### config.mk
export PLATFORM = sky130hd
export DESIGN_NAME = scs_sequencer
export DESIGN_NICKNAME = d
export VERILOG_FILES = /design/src/shared/scs_pkg.sv /design/src/logic/scs_sequencer.sv /design/src/logic/scs_shift_out.sv
export SDC_FILE = /design/constraint.sdc
export NUM_CORES = 1
export LEC_CHECK = 0
export BUFFER_PORTS_ARGS = -buffer_cell sky130_fd_sc_hd__clkbuf_2
export CAP_MARGIN = 15
export CORE_AREA = 4 4 90 92
export DETAILED_ROUTE_END_ITERATION = 10
export DIE_AREA = 0 0 94 96
export PLACE_DENSITY = 0.76
export SLEW_MARGIN = 0
export SYNTH_ARGS = -nofsm -noshare
export SYNTH_HDL_FRONTEND = slang
export SYNTH_SLANG_ARGS = --single-unit
### constraint.sdc
create_clock -name clk -period 4.7 [get_ports clk]
set_input_delay 0.235 -clock clk [delete_from_list [all_inputs] [get_ports clk]]
set_output_delay 0.235 -clock clk [all_outputs]
set_load 0.05 [all_outputs]
### src/shared/scs_pkg.sv
// package: constants and types for the sar conversion sequencer
package scs_pkg;

  localparam int              SCS_BITS          = 18;
  localparam int              SCS_CLK_MHZ       = 250;
  localparam int              SCS_MAX_RATE_SPS  = 1330000;
  // one conversion period at max rate, in cycles (rounded down)
  localparam int              SCS_PERIOD_CYC    = (SCS_CLK_MHZ * 1000000) / SCS_MAX_RATE_SPS;
  // conversion clock divider: one enable per bit decision
  localparam int              SCS_CONV_DIV      = 4;
  localparam int              SCS_SETTLE_CYC    = 1;
  localparam logic [17:0]     SCS_CODE_ZERO     = 18'h00000;
  localparam logic [17:0]     SCS_CODE_POS_MAX  = 18'h1FFFF;
  localparam logic [17:0]     SCS_CODE_NEG_MIN  = 18'h20000;
  localparam logic [17:0]     SCS_DAC_RESET     = 18'h00000;
  localparam logic [17:0]     SCS_RESULT_RESET  = 18'h00000;
  localparam logic [4:0]      SCS_BIT_MSB       = 5'h11;

  typedef enum logic [2:0]
  {
    SCS_ACQ     = 3'b000,
    SCS_OPEN_GS = 3'b001,
    SCS_HOLD    = 3'b010,
    SCS_CONV    = 3'b011,
    SCS_DONE    = 3'b100
  } scs_state_t;

endpackage : scs_pkg

### src/logic/scs_sequencer.sv
// sar conversion sequencer: acquisition, binary search, code, readout
//
// Behaviour
// - host raises convert_start after acquisition; rising edge starts a conversion
// - during acquisition both ground switches closed, all array switches on inputs
// - conversion start opens ground switches first, then arrays leave inputs, keeping the previous search pattern until the search starts
// - value captured at end of acquisition is converted; later changes ignored
// - msb-first binary search over 18 array elements, ground or reference per decision
// - after last decision return to acquisition, produce code, signal via busy
// - decisions timed by internal conversion clock, no serial clock needed
// - result belongs to the same conversion, no pipeline latency
// - supports up to 1,330,000 conversions per second
// - output code is 18-bit two's complement around zero
// - positive full scale and over-range saturate at 0x1FFFF
// - negative full scale and under-range give 0x20000
// - result shifted on serial_result_out with the external serial clock
`timescale 1ns/1ps
module scs_sequencer
  import scs_pkg::*;
#(
  parameter int BITS     = SCS_BITS,
  parameter int CONV_DIV = SCS_CONV_DIV
)
(
  input  wire logic            clk,                          // 250 MHz clock
  input  wire logic            sys_rst,                      // async reset, high
  input  wire logic            convert_start,                // host convert pin
  input  wire logic            comparator_high,              // comparator: trial too low, keep bit
  input  wire logic            over_range,                   // analog over-range detect
  input  wire logic            under_range,                  // analog under-range detect
  input  wire logic            serial_clk,                   // external serial clock pin
  output logic                 pos_comparator_ground_switch, // closed when high
  output logic                 neg_comparator_ground_switch, // closed when high
  output logic                 array_to_input,               // array switches on analog inputs
  output logic [BITS-1:0]      array_to_ref,                 // element on reference when high
  output logic                 busy,                         // conversion in progress
  output logic                 result_valid,                 // one-cycle pulse: new result
  output logic [BITS-1:0]      result,                       // held output code
  output logic                 serial_result_out             // serial result bit
);

  // ------------------------------------------------------------
  // pin synchronisers
  // ------------------------------------------------------------
  logic [1:0] cnv_sync_q;
  logic [1:0] cnv_sync_d;
  logic [1:0] sck_sync_q;
  logic [1:0] sck_sync_d;
  logic       cnv_prev_q;
  logic       sck_prev_q;
  logic       cnv_rise;
  logic       sck_rise;

  always_comb
  begin
    cnv_sync_d = {cnv_sync_q[0], convert_start};
    sck_sync_d = {sck_sync_q[0], serial_clk};
  end

  always_ff @(posedge clk or posedge sys_rst)
  begin
    if (sys_rst)
    begin
      cnv_sync_q <= 2'h0;
      sck_sync_q <= 2'h0;
      cnv_prev_q <= 1'b0;
      sck_prev_q <= 1'b0;
    end
    else
    begin
      cnv_sync_q <= cnv_sync_d;
      sck_sync_q <= sck_sync_d;
      cnv_prev_q <= cnv_sync_q[1];
      sck_prev_q <= sck_sync_q[1];
    end
  end

  assign cnv_rise = cnv_sync_q[1] & ~cnv_prev_q;
  assign sck_rise = sck_sync_q[1] & ~sck_prev_q;

  // ------------------------------------------------------------
  // internal conversion clock enable
  // ------------------------------------------------------------
  // free-running divider; restarted at hold so every bit gets a full period
  logic [3:0] div_q;
  logic [3:0] div_d;
  logic       conv_tick;

  // ------------------------------------------------------------
  // sequencer
  // ------------------------------------------------------------
  scs_state_t      st_q;
  scs_state_t      st_d;
  logic [4:0]      bit_q;
  logic [4:0]      bit_d;
  logic [BITS-1:0] dac_q;
  logic [BITS-1:0] dac_d;
  logic [BITS-1:0] res_q;
  logic [BITS-1:0] res_d;
  logic            ovr_q;
  logic            ovr_d;
  logic            und_q;
  logic            und_d;
  logic            gnd_sw_q;
  logic            gnd_sw_d;
  logic            arr_in_q;
  logic            arr_in_d;
  logic            busy_q;
  logic            busy_d;
  logic            vld_q;
  logic            vld_d;

  assign conv_tick = (div_q == 4'(CONV_DIV - 1));

  // offset-binary search result to two's complement, with saturation
  function automatic logic [BITS-1:0] to_code(input logic [BITS-1:0] raw,
                                               input logic ovr,
                                               input logic und);
    if (ovr)
      to_code = SCS_CODE_POS_MAX;
    else if (und)
      to_code = SCS_CODE_NEG_MIN;
    else
      to_code = {~raw[BITS-1], raw[BITS-2:0]};
  endfunction : to_code

  always_comb
  begin
    st_d     = st_q;
    bit_d    = bit_q;
    dac_d    = dac_q;
    res_d    = res_q;
    ovr_d    = ovr_q;
    und_d    = und_q;
    gnd_sw_d = gnd_sw_q;
    arr_in_d = arr_in_q;
    busy_d   = busy_q;
    vld_d    = 1'b0;
    div_d    = conv_tick ? 4'h0 : div_q + 4'h1;
    unique case (st_q)
      SCS_ACQ:
      begin
        gnd_sw_d = 1'b1;
        arr_in_d = 1'b1;
        if (cnv_rise)
        begin
          gnd_sw_d = 1'b0;
          busy_d   = 1'b1;
          st_d     = SCS_OPEN_GS;
        end
      end
      SCS_OPEN_GS:
      begin
        // arrays leave inputs a cycle after ground switches open; the sample freezes here
        arr_in_d = 1'b0;
        ovr_d    = over_range;
        und_d    = under_range;
        st_d     = SCS_HOLD;
      end
      SCS_HOLD:
      begin
        div_d = 4'h0;
        bit_d = SCS_BIT_MSB;
        dac_d = SCS_DAC_RESET;
        dac_d[BITS-1] = 1'b1;
        st_d  = SCS_CONV;
      end
      SCS_CONV:
      begin
        if (conv_tick)
        begin
          dac_d[bit_q] = comparator_high;
          if (bit_q == 5'h00)
            st_d = SCS_DONE;
          else
          begin
            dac_d[bit_q - 5'h01] = 1'b1;
            bit_d = bit_q - 5'h01;
          end
        end
      end
      SCS_DONE:
      begin
        gnd_sw_d = 1'b1;
        arr_in_d = 1'b1;
        res_d    = to_code(dac_q, ovr_q, und_q);
        vld_d    = 1'b1;
        busy_d   = 1'b0;
        st_d     = SCS_ACQ;
      end
      default:
        st_d = SCS_ACQ;
    endcase
  end

  always_ff @(posedge clk or posedge sys_rst)
  begin
    if (sys_rst)
    begin
      st_q     <= SCS_ACQ;
      bit_q    <= SCS_BIT_MSB;
      dac_q    <= SCS_DAC_RESET;
      res_q    <= SCS_RESULT_RESET;
      ovr_q    <= 1'b0;
      und_q    <= 1'b0;
      gnd_sw_q <= 1'b1;
      arr_in_q <= 1'b1;
      busy_q   <= 1'b0;
      vld_q    <= 1'b0;
      div_q    <= 4'h0;
    end
    else
    begin
      st_q     <= st_d;
      bit_q    <= bit_d;
      dac_q    <= dac_d;
      res_q    <= res_d;
      ovr_q    <= ovr_d;
      und_q    <= und_d;
      gnd_sw_q <= gnd_sw_d;
      arr_in_q <= arr_in_d;
      busy_q   <= busy_d;
      vld_q    <= vld_d;
      div_q    <= div_d;
    end
  end

  assign pos_comparator_ground_switch = gnd_sw_q;
  assign neg_comparator_ground_switch = gnd_sw_q;
  assign array_to_input               = arr_in_q;
  assign array_to_ref                 = dac_q;
  assign busy                         = busy_q;
  assign result_valid                 = vld_q;
  assign result                       = res_q;

  // ------------------------------------------------------------
  // serial readout
  // ------------------------------------------------------------
  scs_shift_out #(.W(BITS)) u_shift
  (
    .clk        (clk),
    .sys_rst    (sys_rst),
    .load       (vld_d),
    .word       (res_d),
    .sck_rise   (sck_rise),
    .serial_out (serial_result_out)
  );

  // ------------------------------------------------------------
  // checks
  // ------------------------------------------------------------
  // start edge to sampled valid: open, hold, done and valid register, plus one tick period per bit
  localparam int CONV_CYC = 4 + BITS * CONV_DIV;
endmodule : scs_sequencer

### src/logic/scs_shift_out.sv
// serial result shifter clocked by the sampled external serial clock
`timescale 1ns/1ps
module scs_shift_out
  import scs_pkg::*;
#(
  parameter int W = 18
)
(
  input  wire logic         clk,         // system clock
  input  wire logic         sys_rst,     // async reset, high
  input  wire logic         load,        // load new result word
  input  wire logic [W-1:0] word,        // result word
  input  wire logic         sck_rise,    // synchronised serial clock edge
  output logic              serial_out   // serial data, msb first
);

  logic [W-1:0] sh_q;
  logic [W-1:0] sh_d;

  always_comb
  begin
    sh_d = sh_q;
    if (load)
      sh_d = word;
    else if (sck_rise)
      sh_d = {sh_q[W-2:0], 1'b0};
  end

  always_ff @(posedge clk or posedge sys_rst)
  begin
    if (sys_rst)
      sh_q <= '0;
    else
      sh_q <= sh_d;
  end

  assign serial_out = sh_q[W-1];

endmodule : scs_shift_out

Word level (Yosys, flattened, before mapping)
Index checks and enable logic that the tools add are counted.
{"block": "word_totals", "wordCells": 78, "inputBits": 7, "out_inout_bits": 42, "ff_bits": 78}
{"block": "op_classes", "n_addsub": 2, "eq_ne": 9, "n_mux": 28, "n_reduce_logical": 13, "magnitude_cmp": 4, "bitwise": 6}
{"operator": "$mux W18", "n": 7}
{"operator": "$pmux W18 S2", "n": 1}
{"operator": "$bwmux W18", "n": 1}
{"operator": "$or A18 B18 Y18", "n": 1}
{"operator": "$lt A5 B6 Y1 const B", "n": 2}
{"operator": "$pmux W3 S4", "n": 1}
{"operator": "$demux W1 S5", "n": 2}
{"operator": "$ge A5 B1 Y1 const B", "n": 2}
{"operator": "$mux W5", "n": 2}
{"operator": "$pmux W5 S2", "n": 1}
{"operator": "$mux W3", "n": 3}
{"operator": "$mux W4", "n": 2}
{"operator": "$ne A2 B2 Y1 const B", "n": 4}
{"operator": "$reduce_bool A2 Y1", "n": 4}
{"operator": "$eq A3 B2 Y1 const B", "n": 2}
{"operator": "$pmux W1 S2", "n": 3}
{"operator": "$reduce_and A3 Y1", "n": 2}
{"operator": "$logic_not A5 Y1", "n": 1}
{"operator": "$mux W1", "n": 5}
{"operator": "$sub A5 B1 Y5 const B", "n": 1}
{"operator": "$add A4 B1 Y4 const B", "n": 1}
{"operator": "$eq A4 B2 Y1 const B", "n": 1}
{"operator": "$reduce_and A2 Y1", "n": 2}
{"operator": "$eq A3 B1 Y1 const B", "n": 1}
{"operator": "other kinds (6)", "n": 10}

Longest topological paths before layout
{"block": "depth", "word_depth": 9, "ltp_mapped": 8, "ltp_nobuf": 7}

Modules after synthesis
From an unflattened synthesis, not the netlist that was laid out.
{"block": "hier_totals", "cells_unflattened": 407, "hier_area_um2": 3937.5}
{"module": "scs_sequencer", "cells_each": 328, "seq_area_each_um2": 1506.4, "area_each_um2": 3096.7, "n_inst": 1}
{"module": "scs_shift_out", "cells_each": 79, "seq_area_each_um2": 450.4, "area_each_um2": 840.8, "n_inst": 1}

Worst setup path after synthesis
No wires, ideal clock.
{"block": "synth_timing", "path_kind": "register -> register", "startpoint": "register bit_q[0]", "endpoint": "register dac_q[14], in the netlist array_to_ref[14]", "required_time_ns": 4.574, "period_less_slack_ns": 1.884, "path_stages_with_launch": 8, "setup_slack_ns": 2.816, "t_arrival_ns": 1.758, "setup_time_ns": 0.126, "n_path_buf": 1, "cell_sequence": "dfstp_2 > inv_1 > ha_1 > buf_2 > and4bb_2 > nand3_1 > o21ai_1 > a221o_1"}
{"block": "synth_between", "elab_chain_cells": 9, "elab_cells_between_ends": 17, "classes_between": "add/sub (1); order compare (4); mux (8); bitwise (1); reduce/logical (3)"}
{"item": "from (decl)", "line": "scs_sequencer.sv:94", "source": "logic [4:0] bit_q;"}
{"item": "from (signal assigned)", "line": "scs_sequencer.sv:215", "source": "bit_q <= bit_d;"}
{"item": "$sub A5 B1 Y5, or another cell as far along", "line": "scs_sequencer.sv:177", "source": "dac_d[bit_q - 5'h01] = 1'b1;"}
{"item": "$lt A5 B6 Y1 (not written as such), or another cell as far along", "line": "scs_sequencer.sv:177"}
{"item": "$logic_and A1 B1 Y1 (not written as such) / $mux W1 (equally long branches)", "line": "scs_sequencer.sv:177, scs_sequencer.sv:172"}
{"item": "$mux W1 (not written as such) / $demux W1 S5 (equally long branches)", "line": "scs_sequencer.sv:177, scs_sequencer.sv:172"}
{"item": "$demux W1 S5 / $bwmux W18 (equally long branches)", "line": "scs_sequencer.sv:177, scs_sequencer.sv:172"}
{"item": "$or A18 B18 Y18 (no source line)"}
{"item": "$mux W18 (*)", "line": "scs_sequencer.sv:173", "source": "if (bit_q == 5'h00)"}
{"item": "$mux W18 (*)", "line": "scs_sequencer.sv:170", "source": "if (conv_tick)"}
{"item": "$pmux W18 S2 (*)", "line": "scs_sequencer.sv:140", "source": "unique case (st_q)"}
{"item": "to (signal assigned)", "line": "scs_sequencer.sv:202", "source": "dac_q <= SCS_DAC_RESET;"}
{"item": "to (signal assigned)", "line": "scs_sequencer.sv:216", "source": "dac_q <= dac_d;"}
{"item": "to (decl)", "line": "scs_sequencer.sv:96", "source": "logic [BITS-1:0] dac_q;"}
Mark *: on every way between the ends. The rest lies on a longest branch, timed or not. The select of a mux whose other input is x is not followed.
A chain may end at the register's enable or synchronous reset.

Final worst setup path
{"block": "layout_timing", "startpoint": "register st_q[0]", "endpoint": "register u_shift.sh_q[1]"}
{"block": "layout_between", "elab_chain_cells": 3, "elab_cells_between_ends": 5, "classes_between": "eq/ne (1); mux (3); reduce/logical (1)"}
{"item": "from (decl)", "line": "scs_sequencer.sv:92", "source": "scs_state_t st_q;"}
{"item": "from (signal assigned)", "line": "scs_sequencer.sv:214", "source": "st_q <= st_d;"}
{"item": "$eq A3 B3 Y1 (*)", "line": "scs_sequencer.sv:140"}
{"item": "$mux W18 / $mux W1 (equally long branches)", "line": "scs_sequencer.sv:140"}
{"item": "$mux W18 / $reduce_bool A2 Y1 (equally long branches)"}
{"item": "to (signal assigned)", "line": "scs_shift_out.sv:32", "source": "sh_q <= '0;"}
{"item": "to (signal assigned)", "line": "scs_shift_out.sv:34", "source": "sh_q <= sh_d;"}
{"item": "to (decl)", "line": "scs_shift_out.sv:17", "source": "logic [W-1:0] sh_q;"}
Mark *: on every way between the ends. The rest lies on a longest branch, timed or not.

==> results.md <==
- GR Overflow Total: 0
- Register area share after synthesis: between 50% and 60%
- Crit-path slowest cell: nand2_1
- H-tree lvl count: 3
- Cell Area, Synth: ~3900 µm²
- Clock Skew: 0.01163 ns
- HP Class: in -> reg
- Async S/R FF share, synth: 100.0%
- DR iter-0 viols: between 200 and 250
- DRC viols: 0
- Post-synth cell types: 54
- Final period utilization: 51.67%
- Post-DP HPWL: roughly 6400 µm
- Vias in the first global route: around 3.1k
- Global-route wire length before repair: 15390 µm
- Initial core utilization: 54.18%
- N_diodes: 0
- #FFs+latches synth: 78
- Pre-CTS setup slack: 2.333 ns
- RSZ-0062 raised after global routing: false
- Antenna violation net count after detailed routing: 0
- Worst-path clk slew: 0.09 ns
- Finish-stage setup viols: 0
- EDFF count, synth: 0
- CP arrival: 2.62 ns
- Drt first pass iters: 7
- Port buffer count: 48
- Final Util: 60.93%
- Ys flop type: dfrtp_1
- Die height: between 90 and 100 µm
- Final WS setup: 2.271 ns
- Syn nets: 437
- Setup TNS: 0 ns
- Pleak: 2.026 nW
- Nets: 471
- Gpl congestion: 0.8931
- CTS sink cnt: 78
- Relative max-transition margin: 35.76%
- Post-Route WL: 9447 µm
- Crit-path cells: nor2_1 > nand2_1 > nor2_2 > buf_4 > a32oi_1
- CTS root buf: clkbuf_8
- CTS resizes: 0
- Synth area leaders: dfrtp_1 47%, nand2_1 7.0%, a21oi_1 5.2%, a32oi_1 3.8%, nor2_1 3.6%
- Final Max Tran Viols: 0
- Synth area leader: dfrtp_1
- Worst Tran Pin Value: about 0.96 ns
- Avg Vias per Cell: 5.895
- I/O Pins: 49
- # fillers: 650
- Fin. Hold Viols: 0
- Startpoint Class: register
- Layout cell share with drive strength beyond 1: 19.05%
- Die width: approximately 94 µm
- Mean post-synth cell area: 9.241 µm²
- Critical path class: reg -> reg
- Crit end category: register
- CTS Buffer Depth: 2
- Tot Pwr: 0.002773 W
- Synth top area share: around 47%
- Most frequent cells in the layout: 74 x dfrtp_1, 73 x nand2_1, 48 x clkbuf_2, 41 x a21oi_1, 36 x nor2_1
- Synth Instances: 423
- Tmin final: 2.429 ns
- PwrDens: roughly 630 nW/µm²
- Clock Latency Late Sink: 0.36 ns
- Pin count of the biggest net entering global routing: 79
- Cts bufs inserted: 9
- Status: finished, final reports clean
- CP delay by family, top: simple AND/OR/NAND/NOR gates
- Initial antenna violation count: 0
- VDD IR max: ~0.0004 V
- FP Rows: 31
- Worst-path maximum fanout: 24
- CP bufs+invs: 1
- CP peak stage delay: roughly 0.51 ns
- CTS tree: built
- WP data required: just under 5 ns
- DIE AREA: about 9000 µm²
- Routed WL per cell: ~17 µm
- Area growth syn-to-layout: 12.45%
- Core area: 7214 µm²
- Most common cell after layout, fill and taps aside: dfrtp_1
- Fmax: 0.4117 GHz
- Total number of vias: 3307
- GRT Overall Usage: ~22%
- Yosys synthesis warning count: 0
- Max_cap viols: 0
## path summary, 6_finish.rpt
kind / startpoint / end / slack [ns] / cells past startpoint
min reg2reg: cnv_sync_q[0] / cnv_sync_q[1] / 0.36 / 0
min: under_range / und_q / 0.10 / 2
max: st_q[0] / u_shift.sh_q[1] / 2.27 / 5
max reg2reg: st_q[0] / u_shift.sh_q[1] / 2.27 / 5
max in group asynchronous: sys_rst / u_shift.sh_q[7] / 3.92 / 3
min in group asynchronous: sys_rst / und_q / 0.15 / 3
## Yosys cell counts, drive strengths merged (2+ instances only)
cell type,n
dfrtp,74
nand4,2
inv,7
a211oi,2
nand3,14
clkbuf,9
ha,7
buf,21
and3b,4
nor3,4
a32oi,17
nand2,74
mux2,3
o221ai,6
nand3b,3
nor2,39
dfstp,4
o21ai,26
a21oi,42
a31oi,3
nor2b,10
or2,2
nand2b,22
mux2i,6
nor3b,2
## final cells by class
class	instances	area, µm²	area share (%)
Clock buffer	10	127.6	2.903
Inverter	7	26.28	0.5978
Multi-Input combinational cell	308	1784	40.59
Timing Repair Buffer	53	282.8	6.433
Tap cell	99	123.9	2.818
Clock inverter	6	93.84	2.135
Sequential cell	78	1957	44.52
## power by group
| part | total [W] | switching, W | leakage, nW | internal [W] |
|---|---|---|---|---|
| combinational | 0.00119 | 0.000822 | 0.903 | 0.000370 |
| clock | 0.000565 | 0.000261 | 0.107 | 0.000304 |
| sequential | 0.00102 | 0.000213 | 1.02 | 0.000803 |
| total | 0.00277 | 0.00130 | 2.03 | 0.00148 |
## flip-flops by register name, summed over array words and instances (netlist names)
| signal | count |
|---|---|
| und_q | 1 |
| cnv_sync_q | 2 |
| sck_sync_q | 2 |
| array_to_input | 1 |
| neg_comparator_ground_switch | 1 |
| bit_q | 5 |
| u_shift.sh_q | 18 |
| array_to_ref | 18 |
| result | 18 |
| sck_prev_q | 1 |
| st_q | 3 |
| result_valid | 1 |
| ovr_q | 1 |
| busy | 1 |
| cnv_prev_q | 1 |
| div_q | 4 |
## worst reg2reg max path: stages (launching register included)
cell	delay, ns
dfrtp_1	0.49
nor2_1	0.31
nand2_1	0.51
nor2_2	0.50
buf_4	0.35
a32oi_1	0.11
## kinds of logic (layout without fill, tap and decap cells)
kind of cell	count (synthesis)	count (layout)	share of synthesized area (%)
buf+inv	37	76	4.354
simple gates	184	184	23.53
mux	9	9	2.401
fa+ha+maj	7	7	2.241
compound gates	107	107	17.19
flops	78	78	50.06
xor+xnor	1	1	0.2241
## through the flow
| stage | cell area (µm²) | cells | hold slack [ns] |
|---|---|---|---|
| 4_1_cts | 4388 | 560 | 0.09288 |
| 2_1_floorplan | 3909 | 423 | 0.2664 |
| 3_3_place_gp | 4146 | 542 | 0.3330 |
| 5_1_grt | 4395 | 561 | 0.08453 |
| 6_report | 4395 | 561 | 0.1044 |
| 3_5_place_dp | 4146 | 542 | 0.3379 |
## per-layer routing
metal	vias to the layer above	wire length (µm)	track usage [%]	part of all wire [%]
met3	20	698	6.255	7.4
met4	0	175	7.702	1.9
met2	130	4633	35.96	49
li1	1546	-	-	-
met1	1611	3940	28.58	42
met5	-	0	0	0
## what timing repair did
item	in CTS	in global routing
endpoints found under the hold margin	2	0
setup buffers	0	0
hold buffers	2	0
Note: power is estimated with default switching activity, not from simulation.
